<file path="src/inc/hot_swap_pkg.sv">
package hot_swap_pkg;

  // Register offsets, byte addresses in configuration space
  localparam logic [7:0] HS_CTRL_OFFSET = 8'h74;
  localparam logic [7:0] IRQ_STATUS_OFFSET = 8'h80;
  localparam logic [7:0] IRQ_ENABLE_OFFSET = 8'h84;
  localparam logic [7:0] IRQ_CLEAR_OFFSET = 8'h88;

  // Field positions of the hot-swap control and status register
  localparam int CAP_ID_LSB = 0;
  localparam int NEXT_PTR_LSB = 8;
  localparam int HIDE_ARM_BIT = 16;
  localparam int EVENT_MASK_BIT = 17;
  localparam int PENDING_BIT = 18;
  localparam int LED_BIT = 19;
  localparam int LEVEL_LSB = 20;
  localparam int REMOVAL_BIT = 22;
  localparam int ADDED_BIT = 23;

  // Fixed field values
  localparam logic [7:0] CAP_ID_ENABLED = 8'h06;
  localparam logic [7:0] CAP_ID_DISABLED = 8'h00;
  localparam logic [7:0] NEXT_PTR_VALUE = 8'h00;
  localparam logic [1:0] INTERFACE_LEVEL_CODE = 2'h1;

  // Reset values of the writable and status fields
  localparam logic HIDE_ARM_RESET = 1'b0;
  localparam logic EVENT_MASK_RESET = 1'b0;
  localparam logic PENDING_ARM_RESET = 1'b0;
  localparam logic LED_RESET = 1'b0;
  localparam logic REMOVAL_FLAG_RESET = 1'b0;
  localparam logic BOARD_ADDED_FLAG_RESET = 1'b1;
  localparam logic [1:0] IRQ_STATUS_RESET = 2'h0;
  localparam logic [1:0] IRQ_ENABLE_RESET = 2'h0;

  // Interrupt status bit positions
  localparam int IRQ_ADDED_BIT = 0;
  localparam int IRQ_REMOVAL_BIT = 1;

  // Strap capture sequence, one-hot
  typedef enum logic [1:0] {
    STRAP_WAIT = 2'h1,
    STRAP_HELD = 2'h2
  } strap_state_type;

  // Register port request
  typedef struct packed {
    logic [7:0] addr;
    logic [31:0] wdata;
    logic wr;
    logic rd;
  } cfg_req_type;

  // Board event inputs from the slot hardware
  typedef struct packed {
    logic inserted;
    logic removing;
  } board_evt_type;

endpackage : hot_swap_pkg

</file>
<file path="src/hw/hot_swap_capability_register.sv">
module hot_swap_capability_register (
  // Clock and reset
  input wire logic mclk_in,
  input wire logic sys_rst_in,
  // Strap and slot events
  input wire logic hotswap_strap_enable_in,
  input wire hot_swap_pkg::board_evt_type board_evt_in,
  // Register port
  input wire hot_swap_pkg::cfg_req_type cfg_req_in,
  output logic [31:0] rd_data_out,
  // Slot and system outputs
  output logic board_event_n_out,
  output logic led_out,
  output logic hide_arm_out,
  output logic irq_out
);

  // Strap capture state
  hot_swap_pkg::strap_state_type strap_state_reg;
  hot_swap_pkg::strap_state_type strap_state_next;
  logic strap_reg;
  logic strap_next;

  // Control fields
  logic hide_arm_reg;
  logic hide_arm_next;
  logic event_mask_reg;
  logic event_mask_next;
  logic pending_arm_reg;
  logic pending_arm_next;
  logic led_reg;
  logic led_next;

  // Status flags
  logic removal_flag_reg;
  logic removal_flag_next;
  logic board_added_flag_reg;
  logic board_added_flag_next;

  // Interrupt state
  logic [1:0] irq_status_reg;
  logic [1:0] irq_status_next;
  logic [1:0] irq_enable_reg;
  logic [1:0] irq_enable_next;
  logic irq_reg;
  logic irq_next;

  // Output registers
  logic board_event_n_reg;
  logic board_event_n_next;
  logic [31:0] rd_data_reg;
  logic [31:0] rd_data_next;

  // Decoded accesses
  logic hs_wr;
  logic irq_enable_wr;
  logic irq_clear_wr;
  logic [31:0] hs_value;

  // Address decoding
  always_comb
  begin
    hs_wr = 1'b0;
    irq_enable_wr = 1'b0;
    irq_clear_wr = 1'b0;
    if (cfg_req_in.wr && cfg_req_in.addr == hot_swap_pkg::HS_CTRL_OFFSET)
    begin
      hs_wr = 1'b1;
    end
    else if (cfg_req_in.wr && cfg_req_in.addr == hot_swap_pkg::IRQ_ENABLE_OFFSET)
    begin
      irq_enable_wr = 1'b1;
    end
    else if (cfg_req_in.wr && cfg_req_in.addr == hot_swap_pkg::IRQ_CLEAR_OFFSET)
    begin
      irq_clear_wr = 1'b1;
    end
  end

  // Strap is caught once after reset release, so a later change
  // of the strap cannot move the capability ID under software
  always_comb
  begin
    strap_state_next = strap_state_reg;
    strap_next = strap_reg;
    case (strap_state_reg)
      hot_swap_pkg::STRAP_WAIT:
      begin
        strap_next = hotswap_strap_enable_in;
        strap_state_next = hot_swap_pkg::STRAP_HELD;
      end
      hot_swap_pkg::STRAP_HELD:
      begin
        strap_state_next = hot_swap_pkg::STRAP_HELD;
      end
      default:
      begin
        strap_state_next = hot_swap_pkg::STRAP_WAIT;
      end
    endcase
  end

  always_ff @(posedge mclk_in or posedge sys_rst_in)
  begin
    if (sys_rst_in)
    begin
      strap_state_reg <= hot_swap_pkg::STRAP_WAIT;
      strap_reg <= 1'b0;
    end
    else
    begin
      strap_state_reg <= strap_state_next;
      strap_reg <= strap_next;
    end
  end

  // Writable control fields of the hot-swap register
  always_comb
  begin
    hide_arm_next = hide_arm_reg;
    event_mask_next = event_mask_reg;
    pending_arm_next = pending_arm_reg;
    led_next = led_reg;
    if (hs_wr)
    begin
      hide_arm_next = cfg_req_in.wdata[hot_swap_pkg::HIDE_ARM_BIT];
      event_mask_next = cfg_req_in.wdata[hot_swap_pkg::EVENT_MASK_BIT];
      pending_arm_next = cfg_req_in.wdata[hot_swap_pkg::PENDING_BIT];
      led_next = cfg_req_in.wdata[hot_swap_pkg::LED_BIT];
    end
  end

  always_ff @(posedge mclk_in or posedge sys_rst_in)
  begin
    if (sys_rst_in)
    begin
      hide_arm_reg <= hot_swap_pkg::HIDE_ARM_RESET;
      event_mask_reg <= hot_swap_pkg::EVENT_MASK_RESET;
      pending_arm_reg <= hot_swap_pkg::PENDING_ARM_RESET;
      led_reg <= hot_swap_pkg::LED_RESET;
    end
    else
    begin
      hide_arm_reg <= hide_arm_next;
      event_mask_reg <= event_mask_next;
      pending_arm_reg <= pending_arm_next;
      led_reg <= led_next;
    end
  end

  // Status flags: write one clears, a slot event in the same
  // cycle wins so that no insertion or extraction is lost
  always_comb
  begin
    removal_flag_next = removal_flag_reg;
    board_added_flag_next = board_added_flag_reg;
    if (hs_wr && cfg_req_in.wdata[hot_swap_pkg::REMOVAL_BIT])
    begin
      removal_flag_next = 1'b0;
    end
    if (hs_wr && cfg_req_in.wdata[hot_swap_pkg::ADDED_BIT])
    begin
      board_added_flag_next = 1'b0;
    end
    if (board_evt_in.removing)
    begin
      removal_flag_next = 1'b1;
    end
    if (board_evt_in.inserted)
    begin
      board_added_flag_next = 1'b1;
    end
  end

  always_ff @(posedge mclk_in or posedge sys_rst_in)
  begin
    if (sys_rst_in)
    begin
      removal_flag_reg <= hot_swap_pkg::REMOVAL_FLAG_RESET;
      board_added_flag_reg <= hot_swap_pkg::BOARD_ADDED_FLAG_RESET;
    end
    else
    begin
      removal_flag_reg <= removal_flag_next;
      board_added_flag_reg <= board_added_flag_next;
    end
  end

  // Interrupt status is set by slot events; set wins over clear
  always_comb
  begin
    irq_status_next = irq_status_reg;
    irq_enable_next = irq_enable_reg;
    if (irq_clear_wr)
    begin
      irq_status_next = irq_status_reg & ~cfg_req_in.wdata[1:0];
    end
    if (board_evt_in.inserted)
    begin
      irq_status_next[hot_swap_pkg::IRQ_ADDED_BIT] = 1'b1;
    end
    if (board_evt_in.removing)
    begin
      irq_status_next[hot_swap_pkg::IRQ_REMOVAL_BIT] = 1'b1;
    end
    if (irq_enable_wr)
    begin
      irq_enable_next = cfg_req_in.wdata[1:0];
    end
    irq_next = |(irq_status_next & irq_enable_next);
  end

  always_ff @(posedge mclk_in or posedge sys_rst_in)
  begin
    if (sys_rst_in)
    begin
      irq_status_reg <= hot_swap_pkg::IRQ_STATUS_RESET;
      irq_enable_reg <= hot_swap_pkg::IRQ_ENABLE_RESET;
      irq_reg <= 1'b0;
    end
    else
    begin
      irq_status_reg <= irq_status_next;
      irq_enable_reg <= irq_enable_next;
      irq_reg <= irq_next;
    end
  end

  // Image of the hot-swap register as software reads it
  always_comb
  begin
    hs_value = 32'h0000_0000;
    if (strap_reg)
    begin
      hs_value[hot_swap_pkg::CAP_ID_LSB +: 8] = hot_swap_pkg::CAP_ID_ENABLED;
    end
    else
    begin
      hs_value[hot_swap_pkg::CAP_ID_LSB +: 8] = hot_swap_pkg::CAP_ID_DISABLED;
    end
    hs_value[hot_swap_pkg::NEXT_PTR_LSB +: 8] = hot_swap_pkg::NEXT_PTR_VALUE;
    hs_value[hot_swap_pkg::HIDE_ARM_BIT] = hide_arm_reg;
    hs_value[hot_swap_pkg::EVENT_MASK_BIT] = event_mask_reg;
    hs_value[hot_swap_pkg::PENDING_BIT] = pending_arm_reg | board_added_flag_reg | removal_flag_reg;
    hs_value[hot_swap_pkg::LED_BIT] = led_reg;
    hs_value[hot_swap_pkg::LEVEL_LSB +: 2] = hot_swap_pkg::INTERFACE_LEVEL_CODE;
    hs_value[hot_swap_pkg::REMOVAL_BIT] = removal_flag_reg;
    hs_value[hot_swap_pkg::ADDED_BIT] = board_added_flag_reg;
  end

  // Read data and slot outputs; the event line follows the flags
  // one cycle late because every output leaves from a flip-flop
  always_comb
  begin
    rd_data_next = 32'h0000_0000;
    if (cfg_req_in.rd && cfg_req_in.addr == hot_swap_pkg::HS_CTRL_OFFSET)
    begin
      rd_data_next = hs_value;
    end
    else if (cfg_req_in.rd && cfg_req_in.addr == hot_swap_pkg::IRQ_STATUS_OFFSET)
    begin
      rd_data_next = {30'h0000_0000, irq_status_reg};
    end
    else if (cfg_req_in.rd && cfg_req_in.addr == hot_swap_pkg::IRQ_ENABLE_OFFSET)
    begin
      rd_data_next = {30'h0000_0000, irq_enable_reg};
    end
    board_event_n_next = ~((board_added_flag_reg | removal_flag_reg) & ~event_mask_reg);
  end

  always_ff @(posedge mclk_in or posedge sys_rst_in)
  begin
    if (sys_rst_in)
    begin
      rd_data_reg <= 32'h0000_0000;
      board_event_n_reg <= 1'b0; // Added flag resets set, so the line starts asserted
    end
    else
    begin
      rd_data_reg <= rd_data_next;
      board_event_n_reg <= board_event_n_next;
    end
  end

  // Ports
  assign rd_data_out = rd_data_reg;
  assign board_event_n_out = board_event_n_reg;
  assign led_out = led_reg;
  assign hide_arm_out = hide_arm_reg;
  assign irq_out = irq_reg;

endmodule : hot_swap_capability_register

</file>
<file path="config.mk">
export PLATFORM = sky130hd
export DESIGN_NAME = hot_swap_capability_register
export DESIGN_NICKNAME = d
export VERILOG_FILES = /design/src/inc/hot_swap_pkg.sv /design/src/hw/hot_swap_capability_register.sv
export SDC_FILE = /design/constraint.sdc
export NUM_CORES = 1
export LEC_CHECK = 0
export ABC_AREA = 1
export BUFFER_PORTS_ARGS = -buffer_cell sky130_fd_sc_hd__buf_2
export CAP_MARGIN = 20
export CORE_UTILIZATION = 38
export CTS_CLUSTER_DIAMETER = 100
export DETAILED_ROUTE_END_ITERATION = 6
export GPL_TIMING_DRIVEN = 1
export HOLD_SLACK_MARGIN = 0.08
export PLACE_DENSITY = 0.81
export SYNTH_ARGS = -nofsm -noshare
export SYNTH_HDL_FRONTEND = slang
export SYNTH_SLANG_ARGS = --single-unit
</file>
<file path="constraint.sdc">
create_clock -name mclk_in -period 1.4 [get_ports mclk_in]
set_input_delay 0.14 -clock mclk_in [delete_from_list [all_inputs] [get_ports mclk_in]]
set_output_delay 0.14 -clock mclk_in [all_outputs]
set_load 0.03 [all_outputs]
</file>
After elaboration in Yosys (flattened, before gate mapping):

Index checks and enable logic that the tools add are counted.

* output and inout bits: 36
* register bits: 47

* eq/ne operators: 6
* reductions and logical operators: 12
* muxes and demuxes: 19
* bitwise logic cells: 9

Operators with widths (number)
* 8-bit equality test (second input constant): 3
* 24-bit two-way mux: 1
* 1-bit two-way mux: 12
* 2-bit two-way mux: 5
* 8-bit by 7-bit equality test with 1-bit output (second input constant): 1
* 1-bit logical AND: 8
* 2-bit bitwise AND: 2
* 2-bit nonzero test: 2
* 2-bit OR reduction: 2
* 3-bit two-way mux: 1
* 1-bit bitwise OR: 3
* 2-bit by 1-bit equality test with 1-bit output (second input constant): 1
* 2-bit equality test (second input constant): 1
* 1-bit NOT: 2
* 2-bit NOT: 1
* 1-bit bitwise AND: 1

Depth between registers and ports, before layout:

* word-level depth: 9
* gate-level depth with buffers: 9
* mapped depth without buffers: 9

Worst setup path after synthesis:

Ideal clock, no wire load.

* kind: register to register
* start point: register strap_state_reg[0]
* end point: register strap_reg
* arrival: 0.945 ns
* setup time: 0.125 ns
* buffers on the path: 0
* cell stages (with the launch flop): 3
* slack: 0.331 ns
* path through: dfstp_2 > ha_1 > mux2_2

* cells in the longest elaborated chain, start to end: 1

Ends and longest elaborated chain
* start: declaration: RTL line hot_swap_capability_register.sv:19 `hot_swap_pkg::strap_state_type strap_state_reg;`
* start signal: assignment: RTL line hot_swap_capability_register.sv:107 `strap_state_reg <= hot_swap_pkg::STRAP_WAIT;`
* start signal: assignment: RTL line hot_swap_capability_register.sv:112 `strap_state_reg <= strap_state_next;`
* 2-bit by 1-bit equality test with 1-bit output: RTL line hot_swap_capability_register.sv:86 `case (strap_state_reg)`
* end signal: assignment: RTL line hot_swap_capability_register.sv:113 `strap_reg <= strap_next;`
* end: declaration: RTL line hot_swap_capability_register.sv:21 `logic strap_reg;`

Every way passes these cells.
A chain may end at the register's enable or synchronous reset.

Final worst setup path:

Ends and elaborated chain as after synthesis.

==> run metrics <==
status=finished, final reports clean; Tmin final=1100 ps; sw frac=0.305; Post-DRT Antenna Nets=0; final setup skew=2.15 ps; Crit path depth=2; Worst Setup EP=strap_reg; Async SR Flop Fraction=1.00; Leak=0.953 nW; DRC=0; total gr overflow=0; CTS root buf=clkbuf_4; ant diodes=0; 1st-iter DRT viols=20; f_max=906 MHz; Sw Pwr=402 uW; total track usage=0.132; Final Wtd Congestion=0.814; startpoint types=flip-flop; Clock transition at path regs=140 ps; Combinational Power Share=0.178; Most used DFF post-synth=dfrtp_1; reg2reg path depth=2; WP data required=1640 ps; Avg WL per Cell=8.48 um; Finish-stage setup viols=0; Clock Power Share=0.256; count of final max-slew check failures=0; R2R Setup Slk=300 ps; CTS Buffer Depth=2; number of global-route vias before repair=869; crit path kind=flip-flop to flip-flop; CTS tree=built; largest net degree at the start of global routing=26; most common cell in the netlist=inv_1; DP HPWL=1620 um; Syn Area/Cell=9.02 sq um; row count=21; HP Class=primary input to flip-flop; Post-Route Utilization=0.481; Synth area leader=dfrtp_1; reg-to-reg startpoint=strap_state_reg[0]; mapped cell area=0.00132 sq mm; Sink Count=25; Power Dens Cells=818 mW/mm^2; drt first pass iters=5; post-synthesis sequential area ratio=0.477; worst path cell trace=ha_1, mux2_2; Power Internal=913 uW; FF-to-FF End=strap_reg; synth cell count leaders=inv_1, dfrtp_1, nand2_1, buf_4, nor2_1; cell family with most CP delay=flip-flops; CTS H-tree lvls=1; fraction of layout cells with a size suffix above 1=0.316; P&R area growth vs syn=21.9%; RSZ-0062 raised after global routing=no; Area contributors post-synth=dfrtp_1, buf_4, inv_1, nand2_1, dfstp_2; routed vias=943; full die area=0.00371 sq mm; crit path launch=strap_state_reg[0]; Final Hold Vio Count=0; critical-path cell with the highest stage delay=dfstp_2; count of buffers from port buffering=36; count of buffer and inverter cells on the critical path=0; post-synth cell types=23; core area=0.00334 sq mm; synthesis warning total=0; Yosys reg bits=25; max reg flops=10; fin crit share=0.788; die height=60.9 um; via density per instance=3.90; Post-CTS Setup Repair Bufs=0; overall routed net length=2050 um; Flop pwr share=0.565; first-pass GRT wire length=3420 um; Syn Inst Count=146; Post-synth EDFFs=0; post-cts repair resize count=0; Initial Util=0.395; worst vdd ir=0.295 mV; CP arrival=1340 ps; CP endpoint kind=flip-flop; Die X=60.9 um; Skew-Pair Late Insertion Delay=330 ps; Yosys top cell area share=0.437; clock buffer count from CTS=3; max-cap violation count=0; nets=245; antenna violations before repair=0; Post-Route Setup TNS=0 ps; biggest cell delay along the critical path=540 ps; Max FO, Critical Path=1; Ports=83
-- layer usage --
metal  vias up  global-route usage  share of wire
met4         0              0.0877          0.025
li1        488                   -              -
met3         4              0.0256          0.051
met2        33               0.237           0.50
met1       418               0.141           0.43
met5         -                   0              0
-- how the worst min path moves through the flow --
stage,from,to,slack [ps],cells after the start
final,cfg_req_in[25],board_added_flag_reg,90,4
after CTS,cfg_req_in[25],board_added_flag_reg,100,4
after detailed placement,sys_rst_in,irq_out,200,3
after global routing,cfg_req_in[25],board_added_flag_reg,100,4
after floorplan,sys_rst_in,board_event_n_out,170,1
after global placement,sys_rst_in,irq_out,210,3
-- per-stage QoR --
step           cells  hold slack [ps]  cell area [sq um]  worst slack, ps  power (mW)
2_1_floorplan    167              166               1400              331       0.958
3_3_place_gp     228              214               1480              317       0.968
3_5_place_dp     228              204               1480              310       0.972
4_1_cts          242             98.9               1610              294        1.32
5_1_grt          242             98.6               1610              267        1.38
6_report         242             91.1               1610              296        1.31
-- final cells by class --
| type | instances | area (sq um) |
|---|---|---|
| clock buffers | 3 | 22.5 |
| clock inverters | 1 | 7.51 |
| fillers | 326 | 1730 |
| inverters | 31 | 118 |
| multi-input cells | 89 | 485 |
| flip-flops and latches | 25 | 628 |
| well taps | 46 | 57.6 |
| repair buffers | 47 | 288 |
-- layout by cell type (no fill, tap or decap), drive strengths merged --
cell and instances:
nand3 10, inv 30, clkinvlp 1, buf 37, nand2 28, ha 1
clkinv 1, nor2 15, o21ai 8, conb 22, dlygate4sd3 10, dfstp 2
nor3 3, clkbuf 3, o211ai 1, mux2 1, dfrtp 23
-- power groups by stage --
stage	clock (mW)	sequential [mW]	combinational, mW
after floorplan	0	0.770	0.187
after global placement	0	0.756	0.212
after detailed placement	0	0.757	0.215
after CTS	0.335	0.743	0.237
after global routing	0.369	0.746	0.261
final	0.337	0.743	0.234
-- kinds of logic after synthesis --
group / count (synthesis) / synth area share
other cells: 1 / 0.00285
compound gates: 9 / 0.0399
flops: 25 / 0.477
mux: 1 / 0.00855
buf+inv: 53 / 0.215
fa+ha+maj: 1 / 0.00950
simple gates: 56 / 0.248
-- tightest hold or removal path: cells and delay by family --
family          cells  cell delay [ps]
simple gates        1               50
compound gates      1              130
buf+inv             2              100
-- repair_timing --
item                       in CTS  in global routing
setup endpoints to repair       0                  0
hold endpoints to repair       34                  0
hold buffers                   10                  0
Note: power is estimated with default switching activity, not from simulation.
